`src/verilog/timer16_defs.vh`:
```
// Register map, field positions, codes and reset values of the 16-bit timer
// Behaviour
// - WAIT leaves timer running; enabled interrupt wakes
// - HALT stops counter; resume held or reset
// - Capture edge in HALT arms capture at wake
// - All events share one masked interrupt request
// - Capture enable gates both capture flags
// - Compare enable gates both compare flags
// - Overflow enable gates overflow flag
// - Forced output two copies level two
// - Forced output one copies level one
// - Level two on match two; pin one in modes
// - Capture edge select: 0 falling, 1 rising
// - Level one driven on compare one match
// - Pin enables hand pins; compares keep running
// - Single-pulse: capture edge starts one pulse
// - Pulse-width: value one length, two period
// - Clock select: /4, /2, /8, external
// - Missing external pin: external select stops counter
// - External clock edge: 0 falling, 1 rising
// - Capture flag one; cleared by status, low byte
// - Compare flag one; cleared by status, low byte
// - Overflow flag on wrap; status then counter low
// - Status flags read-only; only freeze writable
// - Freeze stops prescaler, counter and outputs
// - Capture flag two; status then low byte
// - Compare flag two; status then low byte
`ifndef TIMER16_DEFS_VH
`define TIMER16_DEFS_VH
`define ADR_CTL2 8'h31
`define ADR_CTL1 8'h32
`define ADR_STAT 8'h33
`define ADR_CAP1_HI 8'h34
`define ADR_CAP1_LO 8'h35
`define ADR_CMP1_HI 8'h36
`define ADR_CMP1_LO 8'h37
`define ADR_CNT_HI 8'h38
`define ADR_CNT_LO 8'h39
`define ADR_ALT_HI 8'h3a
`define ADR_ALT_LO 8'h3b
`define ADR_CAP2_HI 8'h3c
`define ADR_CAP2_LO 8'h3d
`define ADR_CMP2_HI 8'h3e
`define ADR_CMP2_LO 8'h3f
`define B1_CAP_IE 7
`define B1_CMP_IE 6
`define B1_OVF_IE 5
`define B1_FRC2 4
`define B1_FRC1 3
`define B1_LVL2 2
`define B1_EDG1 1
`define B1_LVL1 0
`define B2_PEN1 7
`define B2_PEN2 6
`define B2_OPM 5
`define B2_PWM 4
`define B2_CKS_HI 3
`define B2_CKS_LO 2
`define B2_EDG2 1
`define B2_EXT_CLOCK_EDGE 0
`define BS_FREEZE 2
`define FLG_CAP1 4
`define FLG_CMP1 3
`define FLG_OVF 2
`define FLG_CAP2 1
`define FLG_CMP2 0
`define CKS_DIV4 2'h0
`define CKS_DIV2 2'h1
`define CKS_DIV8 2'h2
`define CKS_EXT 2'h3
`define DIV2_MASK 3'h1
`define DIV4_MASK 3'h3
`define DIV8_MASK 3'h7
`define CTL_RESET 8'h00
`define CNT_RESET 16'hfffc
`define CAP_OPM 16'hfffd
`define CNT_WRAP 16'h0000
`define CNT_ONE 16'h0001
`define CMP_RESET 16'h8000
`define CAP_RESET 16'h0000
`endif

```
`src/verilog/pin_sync3.v`:
```
// Three-stage synchroniser with second/third stage agreement
`timescale 1ns/1ns
`default_nettype none
module pin_sync3 #(
	parameter WIDTH = 3
) (
	input wire i_clk,
	input wire i_rst_n,
	input wire [WIDTH-1:0] i_async,
	output reg [WIDTH-1:0] o_level
);
	reg [WIDTH-1:0] meta_r;
	reg [WIDTH-1:0] mid_r;
	reg [WIDTH-1:0] late_r;

	// First stage feeds only the second one
	always @(posedge i_clk or negedge i_rst_n) begin
		if (!i_rst_n) begin
			meta_r <= {WIDTH{1'b0}};
			mid_r <= {WIDTH{1'b0}};
			late_r <= {WIDTH{1'b0}};
		end else begin
			meta_r <= i_async;
			mid_r <= meta_r;
			late_r <= mid_r;
		end
	end

	// Accept a change only once two stages agree, which drops one-cycle glitches
	genvar g;
	generate
		for (g = 0; g < WIDTH; g = g + 1) begin : g_agree
			always @(posedge i_clk or negedge i_rst_n) begin
				if (!i_rst_n)
					o_level[g] <= 1'b0;
				else if (mid_r[g] == late_r[g])
					o_level[g] <= late_r[g];
			end
		end
	endgenerate
endmodule // pin_sync3
`default_nettype wire

```
`src/verilog/timer16_control_and_events.v`:
```
// Control, status, counting and event logic of the 16-bit timer
//
// The address map and the plain strobed port were decided locally.
`timescale 1ns/1ns
`default_nettype none
`include "timer16_defs.vh"
module timer16_control_and_events #(
	parameter EXT_PIN_PRESENT = 1
) (
	input wire i_clk,
	input wire i_rst_n,
	input wire [7:0] i_addr,
	input wire [7:0] i_wdata,
	input wire i_wr,
	input wire i_rd,
	output reg [7:0] o_rdata,
	input wire i_capture_input_one,
	input wire i_capture_input_two,
	input wire i_external_count_pin,
	input wire i_halt,
	input wire i_wait,
	input wire i_irq_mask,
	output reg o_irq,
	output wire o_wake,
	output wire o_compare_pin_one,
	output wire o_compare_pin_one_oe_n,
	output wire o_compare_pin_two,
	output wire o_compare_pin_two_oe_n
);
	// Software-visible registers, counter and compare inhibit
	reg [7:0] ctl_one_r;
	reg [7:0] ctl_two_r;
	reg timer_freeze_r;
	reg [15:0] count_r;
	reg [15:0] count_nxt;
	reg [15:0] compare_value_one_r;
	reg [15:0] compare_value_two_r;
	reg [15:0] capture_value_one_r;
	reg [15:0] capture_value_two_r;
	reg [1:0] compare_hold_r;

	// Flag, clear-arming and HALT state
	reg [4:0] flags_r;
	reg [4:0] clear_arm_r;
	reg [1:0] halt_arm_r;
	reg halt_d_r;

	// Pin history and compare pin levels
	reg [2:0] pin_prev_r;
	reg pin_one_r;
	reg pin_one_nxt;
	reg pin_two_r;
	reg pin_two_nxt;

	// Read path and internal event wires
	reg [7:0] rdata_nxt;
	wire [2:0] pin_lvl;
	wire pre_tick;
	wire [4:0] flag_set;
	wire [4:0] low_access;

	// Control fields
	wire capture_irq_enable = ctl_one_r[`B1_CAP_IE];
	wire compare_irq_enable = ctl_one_r[`B1_CMP_IE];
	wire overflow_irq_enable = ctl_one_r[`B1_OVF_IE];
	wire force_out_two = ctl_one_r[`B1_FRC2];
	wire force_out_one = ctl_one_r[`B1_FRC1];
	wire level_out_two = ctl_one_r[`B1_LVL2];
	wire capture_edge_one = ctl_one_r[`B1_EDG1];
	wire level_out_one = ctl_one_r[`B1_LVL1];
	wire compare_pin_en_one = ctl_two_r[`B2_PEN1];
	wire compare_pin_en_two = ctl_two_r[`B2_PEN2];
	wire single_pulse_mode = ctl_two_r[`B2_OPM];
	wire pulse_width_mode = ctl_two_r[`B2_PWM];
	wire [1:0] clock_select = {ctl_two_r[`B2_CKS_HI], ctl_two_r[`B2_CKS_LO]};
	wire capture_edge_two = ctl_two_r[`B2_EDG2];
	wire ext_clock_edge = ctl_two_r[`B2_EXT_CLOCK_EDGE];

	// Edge of a synchronised pin in the chosen direction, 1 rising
	function edge_hit;
		input sel;
		input now;
		input prev;
		begin
			edge_hit = sel ? (now & ~prev) : (~now & prev);
		end
	endfunction

	// Which flag a clearing low-byte access belongs to; alternate counter excluded
	function [4:0] flag_of_addr;
		input [7:0] addr;
		begin
			flag_of_addr = 5'h00;
			case (addr)
				`ADR_CAP1_LO: flag_of_addr[`FLG_CAP1] = 1'b1;
				`ADR_CMP1_LO: flag_of_addr[`FLG_CMP1] = 1'b1;
				`ADR_CNT_LO: flag_of_addr[`FLG_OVF] = 1'b1;
				`ADR_CAP2_LO: flag_of_addr[`FLG_CAP2] = 1'b1;
				`ADR_CMP2_LO: flag_of_addr[`FLG_CMP2] = 1'b1;
				default: flag_of_addr = 5'h00;
			endcase
		end
	endfunction

	// Pins cross into the CPU clock domain
	// Edge detection below reads only the agreed level, never a raw pin
	pin_sync3 #(
		.WIDTH(3)
	) u_sync (
		.i_clk(i_clk),
		.i_rst_n(i_rst_n),
		.i_async({i_external_count_pin, i_capture_input_two, i_capture_input_one}),
		.o_level(pin_lvl)
	);

	// Counting runs unless frozen or halted; WAIT has no effect here
	wire run = ~timer_freeze_r & ~i_halt;

	timer_prescaler u_pre (
		.i_clk(i_clk),
		.i_rst_n(i_rst_n),
		.i_run(run),
		.i_select(clock_select),
		.o_tick(pre_tick)
	);

	// Pin edges in the selected direction
	wire cap_one_edge = edge_hit(capture_edge_one, pin_lvl[0], pin_prev_r[0]);
	wire cap_two_edge = edge_hit(capture_edge_two, pin_lvl[1], pin_prev_r[1]);
	wire ext_edge = edge_hit(ext_clock_edge, pin_lvl[2], pin_prev_r[2]);

	// Without the pin, external select leaves the counter stopped
	wire ext_tick = run && (clock_select == `CKS_EXT) && (EXT_PIN_PRESENT != 0) && ext_edge;
	// A prescaler tick already in flight as HALT or freeze starts is dropped,
	// so the count read at that edge is the one that stays held
	wire pre_gated = pre_tick & run;
	wire tick = pre_gated | ext_tick;

	// Mode decode: pulse-width wins when both modes are set
	// Capture one is given over to whichever pulse mode runs
	wire pwm_on = pulse_width_mode;
	wire opm_on = single_pulse_mode & ~pulse_width_mode;

	// Compare matches on the value the counter is stepping to
	// so flag, pin and count all change at the same edge
	wire [15:0] count_inc = count_r + `CNT_ONE;
	wire match_one = tick && (count_inc == compare_value_one_r) && !compare_hold_r[0];
	wire match_two = tick && (count_inc == compare_value_two_r) && !compare_hold_r[1];
	wire halt_exit = halt_d_r & ~i_halt;
	wire opm_start = opm_on & cap_one_edge & run;
	wire pwm_restart = pwm_on & match_two;
	wire cap_one_event = cap_one_edge & ~i_halt & ~opm_on & ~pwm_on;
	wire cap_two_event = cap_two_edge & ~i_halt;
	wire wr_cnt = i_wr && ((i_addr == `ADR_CNT_LO) || (i_addr == `ADR_ALT_LO));

	// Hardware events that set the five flags
	assign flag_set[`FLG_CAP1] = cap_one_event | opm_start | pwm_restart | (halt_exit & halt_arm_r[0]);
	assign flag_set[`FLG_CMP1] = match_one & ~opm_on & ~pwm_on;
	assign flag_set[`FLG_OVF] = tick && (count_inc == `CNT_WRAP) && !pwm_restart;
	assign flag_set[`FLG_CAP2] = cap_two_event | (halt_exit & halt_arm_r[1]);
	assign flag_set[`FLG_CMP2] = match_two & ~pwm_on;

	assign low_access = (i_rd | i_wr) ? flag_of_addr(i_addr) : 5'h00;
	wire status_rd = i_rd && (i_addr == `ADR_STAT);

	// One sticky flag each, with its own clear arming
	genvar g;
	generate
		for (g = 0; g < 5; g = g + 1) begin : g_flag
			always @(posedge i_clk or negedge i_rst_n) begin
				if (!i_rst_n) begin
					flags_r[g] <= 1'b0;
					clear_arm_r[g] <= 1'b0;
				end else begin
					// Arm only if the flag was seen set by the status read
					if (status_rd)
						clear_arm_r[g] <= flags_r[g];
					else if (low_access[g])
						clear_arm_r[g] <= 1'b0;
					// Set beats a clear landing in the same cycle
					if (flag_set[g])
						flags_r[g] <= 1'b1;
					else if (low_access[g] && clear_arm_r[g])
						flags_r[g] <= 1'b0;
				end
			end
		end
	endgenerate

	// Counter: software write or mode restart reload, else advance on tick
	// A reload beats a tick that lands in the same cycle
	always @* begin
		count_nxt = count_r;
		if (wr_cnt || opm_start || pwm_restart)
			count_nxt = `CNT_RESET;
		else if (tick)
			count_nxt = count_inc;
	end

	// Pin one level per mode; forced copy only in plain compare mode
	always @* begin
		pin_one_nxt = pin_one_r;
		if (pwm_on) begin
			if (match_two)
				pin_one_nxt = level_out_two;
			else if (match_one)
				pin_one_nxt = level_out_one;
		end else if (opm_on) begin
			if (opm_start)
				pin_one_nxt = level_out_two;
			else if (match_one)
				pin_one_nxt = level_out_one;
		end else if (force_out_one || match_one) begin
			pin_one_nxt = level_out_one;
		end
	end

	// Pin two only follows compare two outside the pulse modes
	always @* begin
		pin_two_nxt = pin_two_r;
		if (!pwm_on && !opm_on && (force_out_two || match_two))
			pin_two_nxt = level_out_two;
	end

	// Enables only hand over the pin; freeze also releases it
	assign o_compare_pin_one = pin_one_r;
	assign o_compare_pin_two = pin_two_r;
	assign o_compare_pin_one_oe_n = ~(compare_pin_en_one & ~timer_freeze_r);
	assign o_compare_pin_two_oe_n = ~(compare_pin_en_two & ~timer_freeze_r);

	// Shared request with per-group enables
	// Registered, so o_irq trails its flag by one cycle
	wire pending = (capture_irq_enable & (flags_r[`FLG_CAP1] | flags_r[`FLG_CAP2]))
		| (compare_irq_enable & (flags_r[`FLG_CMP1] | flags_r[`FLG_CMP2]))
		| (overflow_irq_enable & flags_r[`FLG_OVF]);

	// Wake from WAIT regardless of the global mask; events never end HALT
	assign o_wake = i_wait & ~i_halt & pending;

	// Timing, pins, captures and mode outputs
	always @(posedge i_clk or negedge i_rst_n) begin
		if (!i_rst_n) begin
			count_r <= `CNT_RESET;
			pin_prev_r <= 3'h0;
			halt_d_r <= 1'b0;
			halt_arm_r <= 2'h0;
			pin_one_r <= 1'b0;
			pin_two_r <= 1'b0;
			capture_value_one_r <= `CAP_RESET;
			capture_value_two_r <= `CAP_RESET;
			o_irq <= 1'b0;
		end else begin
			count_r <= count_nxt;
			pin_prev_r <= pin_lvl;
			halt_d_r <= i_halt;
			o_irq <= pending & ~i_irq_mask;
			// Compare logic runs whatever the pin enables say
			if (!timer_freeze_r) begin
				pin_one_r <= pin_one_nxt;
				pin_two_r <= pin_two_nxt;
			end
			// Edges seen during HALT are held until the wake
			if (halt_exit)
				halt_arm_r <= 2'h0;
			else if (i_halt)
				halt_arm_r <= halt_arm_r | {cap_two_edge, cap_one_edge & ~opm_on & ~pwm_on};
			// Capture takes the count present at the event or at HALT exit; a single-pulse start loads CAP_OPM into capture one
			if (opm_start)
				capture_value_one_r <= `CAP_OPM;
			else if (cap_one_event || (halt_exit && halt_arm_r[0]))
				capture_value_one_r <= count_r;
			if (cap_two_event || (halt_exit && halt_arm_r[1]))
				capture_value_two_r <= count_r;
		end
	end

	// Register writes; a high compare byte inhibits matching until its low byte
	// Capture and counter bytes are read-only; a counter low write reloads
	always @(posedge i_clk or negedge i_rst_n) begin
		if (!i_rst_n) begin
			ctl_one_r <= `CTL_RESET;
			ctl_two_r <= `CTL_RESET;
			timer_freeze_r <= 1'b0;
			compare_value_one_r <= `CMP_RESET;
			compare_value_two_r <= `CMP_RESET;
			compare_hold_r <= 2'h0;
		end else if (i_wr) begin
			case (i_addr)
				`ADR_CTL1: ctl_one_r <= i_wdata;
				`ADR_CTL2: ctl_two_r <= i_wdata;
				`ADR_STAT: timer_freeze_r <= i_wdata[`BS_FREEZE];
				`ADR_CMP1_HI: begin
					compare_value_one_r[15:8] <= i_wdata;
					compare_hold_r[0] <= 1'b1;
				end
				`ADR_CMP1_LO: begin
					compare_value_one_r[7:0] <= i_wdata;
					compare_hold_r[0] <= 1'b0;
				end
				`ADR_CMP2_HI: begin
					compare_value_two_r[15:8] <= i_wdata;
					compare_hold_r[1] <= 1'b1;
				end
				`ADR_CMP2_LO: begin
					compare_value_two_r[7:0] <= i_wdata;
					compare_hold_r[1] <= 1'b0;
				end
				default: compare_hold_r <= compare_hold_r;
			endcase
		end
	end

	// Read mux; flags read-only and low two status bits zero
	always @* begin
		case (i_addr)
			`ADR_CTL1: rdata_nxt = ctl_one_r;
			`ADR_CTL2: rdata_nxt = ctl_two_r;
			`ADR_STAT: rdata_nxt = {flags_r, timer_freeze_r, 2'h0};
			`ADR_CAP1_HI: rdata_nxt = capture_value_one_r[15:8];
			`ADR_CAP1_LO: rdata_nxt = capture_value_one_r[7:0];
			`ADR_CMP1_HI: rdata_nxt = compare_value_one_r[15:8];
			`ADR_CMP1_LO: rdata_nxt = compare_value_one_r[7:0];
			`ADR_CNT_HI: rdata_nxt = count_r[15:8];
			`ADR_CNT_LO: rdata_nxt = count_r[7:0];
			`ADR_ALT_HI: rdata_nxt = count_r[15:8];
			`ADR_ALT_LO: rdata_nxt = count_r[7:0];
			`ADR_CAP2_HI: rdata_nxt = capture_value_two_r[15:8];
			`ADR_CAP2_LO: rdata_nxt = capture_value_two_r[7:0];
			`ADR_CMP2_HI: rdata_nxt = compare_value_two_r[15:8];
			`ADR_CMP2_LO: rdata_nxt = compare_value_two_r[7:0];
			default: rdata_nxt = 8'h00;
		endcase
	end

	// Read data stand only in the cycle after the strobe
	// Zero otherwise, so the bus can be ORed with other slaves
	always @(posedge i_clk or negedge i_rst_n) begin
		if (!i_rst_n)
			o_rdata <= 8'h00;
		else if (i_rd)
			o_rdata <= rdata_nxt;
		else
			o_rdata <= 8'h00;
	end
endmodule // timer16_control_and_events
`default_nettype wire

```
`src/verilog/timer_prescaler.v`:
```
// Prescaler giving one-cycle count enables at CPU/2, /4 or /8
`timescale 1ns/1ns
`default_nettype none
`include "timer16_defs.vh"
module timer_prescaler (
	input wire i_clk,
	input wire i_rst_n,
	input wire i_run,
	input wire [1:0] i_select,
	output reg o_tick
);
	reg [2:0] div_r;
	reg [2:0] mask;

	// Ratio mask; external select yields no prescaled tick
	always @* begin
		case (i_select)
			`CKS_DIV4: mask = `DIV4_MASK;
			`CKS_DIV2: mask = `DIV2_MASK;
			`CKS_DIV8: mask = `DIV8_MASK;
			default: mask = `DIV8_MASK;
		endcase
	end

	// Divider holds its phase while stopped so no partial period is lost
	always @(posedge i_clk or negedge i_rst_n) begin
		if (!i_rst_n) begin
			div_r <= 3'h0;
			o_tick <= 1'b0;
		end else begin
			o_tick <= 1'b0;
			if (i_run) begin
				div_r <= div_r + 3'h1;
				o_tick <= ((div_r & mask) == mask) && (i_select != `CKS_EXT);
			end
		end
	end
endmodule // timer_prescaler
`default_nettype wire
```
`config.mk`:
```
export PLATFORM = sky130hd
export DESIGN_NAME = timer16_control_and_events
export DESIGN_NICKNAME = d
export VERILOG_FILES = /design/src/verilog/pin_sync3.v /design/src/verilog/timer16_control_and_events.v /design/src/verilog/timer_prescaler.v
export VERILOG_INCLUDE_DIRS = /design/src /design/src/verilog
export SDC_FILE = /design/constraint.sdc
export NUM_CORES = 1
export LEC_CHECK = 0
export BUFFER_PORTS_ARGS = -buffer_cell sky130_fd_sc_hd__buf_2
export CAP_MARGIN = 0
export CORE_AREA = 2 2 143 145
export DETAILED_ROUTE_END_ITERATION = 10
export DIE_AREA = 0 0 145 147
export PLACE_DENSITY = 0.64
export SLEW_MARGIN = 20
export SYNTH_ARGS = -nofsm -noshare
export SYNTH_HDL_FRONTEND = slang
export SYNTH_SLANG_ARGS = --single-unit
```
`constraint.sdc`:
```
create_clock -name i_clk -period 3.6 [get_ports i_clk]
set_input_delay 0.54 -clock i_clk [delete_from_list [all_inputs] [get_ports i_clk]]
set_output_delay 0.54 -clock i_clk [all_outputs]
set_load 0.03 [all_outputs]
```
==> metrics list <==
- Run status: completed
- Global-route usage over all layers: 23.5%
- Post-Synthesis Cell Area: 7790 sq um
- Synthesis instantiated 78 different standard cells from the library.
- Wires add up to roughly 24 mm.
- First-pass detailed-route iteration total: 5
* Actual slew at the worst max-slew pin: 688 ps
- Averaged over all synthesized cells, the footprint is ~10 sq um.
* Net Sw Frac: 35.5%
- Routed wire per std cell: 22.4 um
* Cell with the biggest individual delay on the critical path: dfstp_2
- Maximum Capacitance Violations: 0
- In the routed design, unresolved DRC markers number 0.
- For the final routed database, the setup TNS stands at 0 ps.
- The longest clock path from root to sink contains 2 buffers.
- For this run, the slowest stage of the critical path takes 770 ps.
* Crit path arrival time: 3450 ps
- Once detail routing completed, the nets flagged for antenna violations numbered 0.
* Number of nets in the finished design: 837
* Worst relative slew slack: between 50% and 60%
* Worst path required time: between 3000 and 4000 ps
- Resize count post-CTS: 0
- The max-slew violation count came to 0.
- TritonCTS clock tree: yes
- Number of synthesized flops with an enable pin: 0
- Clock net sink count: 142
- After detailed placement, the design holds a cell count of between 1000 and 1500.
- NetSw: around 1.9 mW
* Die area: 21300 sq um
- From synthesis to final layout, the design area changed by 16.7%.
- Maximum number of pins on one net before global-route repair: 76
- Clock transition at the registers of the reported paths: approximately 70 ps
* Initial antenna violation count: 0
- The clock network burns about 34% of the power.
* Tightest Hold Check Type: in -> async
- Commonest register cell after synthesis: dfrtp_1
- Max Fclk: 318 MHz
* Post-synthesis net count: around 780
- Number of ports placed on the die boundary: 40
- Period Utilization, post-route: 87.2%
* Worst Setup Path Type: reg -> reg
- Walking the worst path, the cells encountered are nand4_2 -> nor4_2 -> buf_4 -> o221ai_1 -> nor4_1 -> nand4_1 -> mux2i_1 -> o2bb2ai_1.
* Core ar.: 19800 sq um
* Overflow left after global routing: 0
- The library cell used most frequently in the layout, excluding fill and tap cells, is dfrtp_1.
- Highest-count cells in the layout ignoring fill and taps: dfrtp_1, nand2_1, mux2_2
* Clock Skews: 10.5 ps
- Synthesis handed over a netlist of 749 instances.
- Post-CTS repair timing setup buffer count: 0
- After the first detailed-routing iteration, the DRC count stood at 574.
* Vias in the first global route: 6213
* Kind of end point of the critical path: flop
* N_diodes: 0
- Buffers placed on the I/O ports in this run total 39.
* Pint: 3.39 mW
- The synthesized design contains 142 register bits.
- Power Density: 579 nW/um^2
- Count of final setup violators: 0
* CTS Buf Count: 17
- Vert. Die Dim: 147 um
- The floorplan has between 50 and 60 rows.
* Seq pwr share: 42.7%
- After clock tree synthesis, the flow added hold-fix buffers numbering 0.
- Wire length of the first global-routing pass: between 30 and 40 mm
- Time the worst path needs with I/O delays and setup: around 3100 ps
* H-tree Lvls: 4
* FFs w/ async S/R, synth: 100%
- The final hold violation count was 0.
- In the final layout, the share of cells above drive strength 1 is 27.6%.
- Combinational cells account for 23.4% of the total power.
- Seq/Total Area, Yosys: a little under half
- Routability-driven placement finished with a final weighted congestion of 0.990.
- In this run the clock root is driven by a clkbuf_16.
- Worst vdd ir: 0.000298 V
- The later pin in the worst-skew pair is clocked with a latency of ~440 ps.
- During synthesis, Yosys emitted a total of 0 warnings.
* Die Span X: 145 um
- In this run the static leakage power is roughly 4 nW.
- STA classifies the critical path startpoint as a flop.
- After detailed routing, the number of vias per cell comes to 5.78.
- Crit Path Max Fanout: 20
- For this configuration, the core starts out at a cell density of 39.3%.
- For this block, the via count after detailed routing is roughly 6300.
- RSZ-0062 raised after global routing: false
- Post-route insts no fill: between 1000 and 1500
* Detailed Place HPWL: roughly 18 mm
-- power by group through the flow --
| stage | sequential, mW | combinational [mW] | clock [mW] |
|---|---|---|---|
| 2_1_floorplan | 2.07 | 0.949 | 0 |
| 3_3_place_gp | 2.25 | 1.22 | 0 |
| 3_5_place_dp | 2.27 | 1.22 | 0 |
| 4_1_cts | 2.24 | 1.22 | 1.81 |
| 5_1_grt | 2.30 | 1.35 | 1.88 |
| 6_report | 2.25 | 1.23 | 1.78 |
-- routing by layer --
layer  global-route usage (%)  vias up  wire (um)
li1                         -     2848          -
met3                     5.56       65       1970
met1                     31.9     3105      10500
met2                     35.0      284      10800
met5                        0        -          0
met4                     12.7        0       1230
-- synth_stat cells, drive strengths merged (4+ instances only) --
master     n  share of area (%)
mux2i     15                1.9
a222oi     6               0.77
nor2b      7               0.56
a22oi     12                1.2
nor2      62                3.0
and2       4               0.32
dfstp     16                5.4
mux4       8                2.3
nand4     13                1.5
o21ai     34                2.2
a31oi      7               0.56
and3       8               0.64
nor4       8                1.1
buf       16                1.0
xor2      21                2.4
mux2      71                 10
o22ai      5               0.40
clkbuf    25                1.2
nand2     88                4.2
dfrtp    126                 40
o211ai     4               0.39
a21oi     32                2.1
nand3b     8               0.77
nand3     18                1.2
xnor2     27                3.0
nand2b    13                1.0
a22o       6               0.67
inv       13               0.63
nor3      12               0.90
a2111oi    4               0.53
-- sequential cells by signal, indices dropped and copies added, names as in the netlist, 8 cells and up --
signal and flops:
ctl_one_r 8, count_r 16, capture_value_two_r 16, compare_value_two_r 16, ctl_two_r 8, capture_value_one_r 16, compare_value_one_r 16, o_rdata 8
-- per-stage QoR --
step | utilization (%) | setup WS (ps) | area, sq um | hold WS (ps) | power, mW
floorplan | - | 843 | 7790 | 244 | 3.02
global placement | 42.8 | 599 | 8490 | 332 | 3.47
detailed placement | 42.8 | 518 | 8490 | 336 | 3.49
CTS | 45.8 | 507 | 9090 | 151 | 5.28
global route | 45.8 | 114 | 9090 | 166 | 5.53
finish | 45.8 | 459 | 9090 | 116 | 5.27
-- cell families after synthesis --
group	after synthesis	share of synthesized area [%]
xor gates and xnor gates	50	5.97
DFF	142	45.8
and+or+nand+nor	260	17.3
adders and majority gates	6	0.867
muxes	94	14.5
AOI/OAI and AO/OA	143	12.6
buffers and inverters	54	2.89
-- critical path: cells and delay by family, from the launching register on --
kind / cells / cell delay (ps)
compound gates: 2 / 260
buf+inv: 1 / 200
flops: 1 / 770
mux: 1 / 180
simple gates: 4 / 1610
-- path summary, 6_finish.rpt --
path	startpoint	end	slack (ps)	cells after the start
min reg2reg	u_sync.meta_r[2]$_DFF_PN0_	u_sync.mid_r[2]$_DFF_PN0_	350	0
max reg2reg	count_r[3]$_DFFE_PN1P_	o_compare_pin_one$_DFFE_PN0P_	460	8
max in group asynchronous	i_rst_n	count_r[9]$_DFFE_PN1P_	2610	2
min	i_rst_n	clear_arm_r[4]$_DFFE_PN0P_	120	1
min in group i_clk	i_capture_input_one	u_sync.meta_r[0]$_DFF_PN0_	200	1
max	count_r[3]$_DFFE_PN1P_	o_compare_pin_one$_DFFE_PN0P_	460	8
-- cell type report --
class	count	area (sq um)
inverters	13	48.8
multi-input cells	553	4010
flip-flops and latches	142	3570
repair buffers	81	517
clock buffers	17	425
clock inverters	15	178
fillers	1840	10800
well taps	270	338
(Power assumes the default switching activity.)
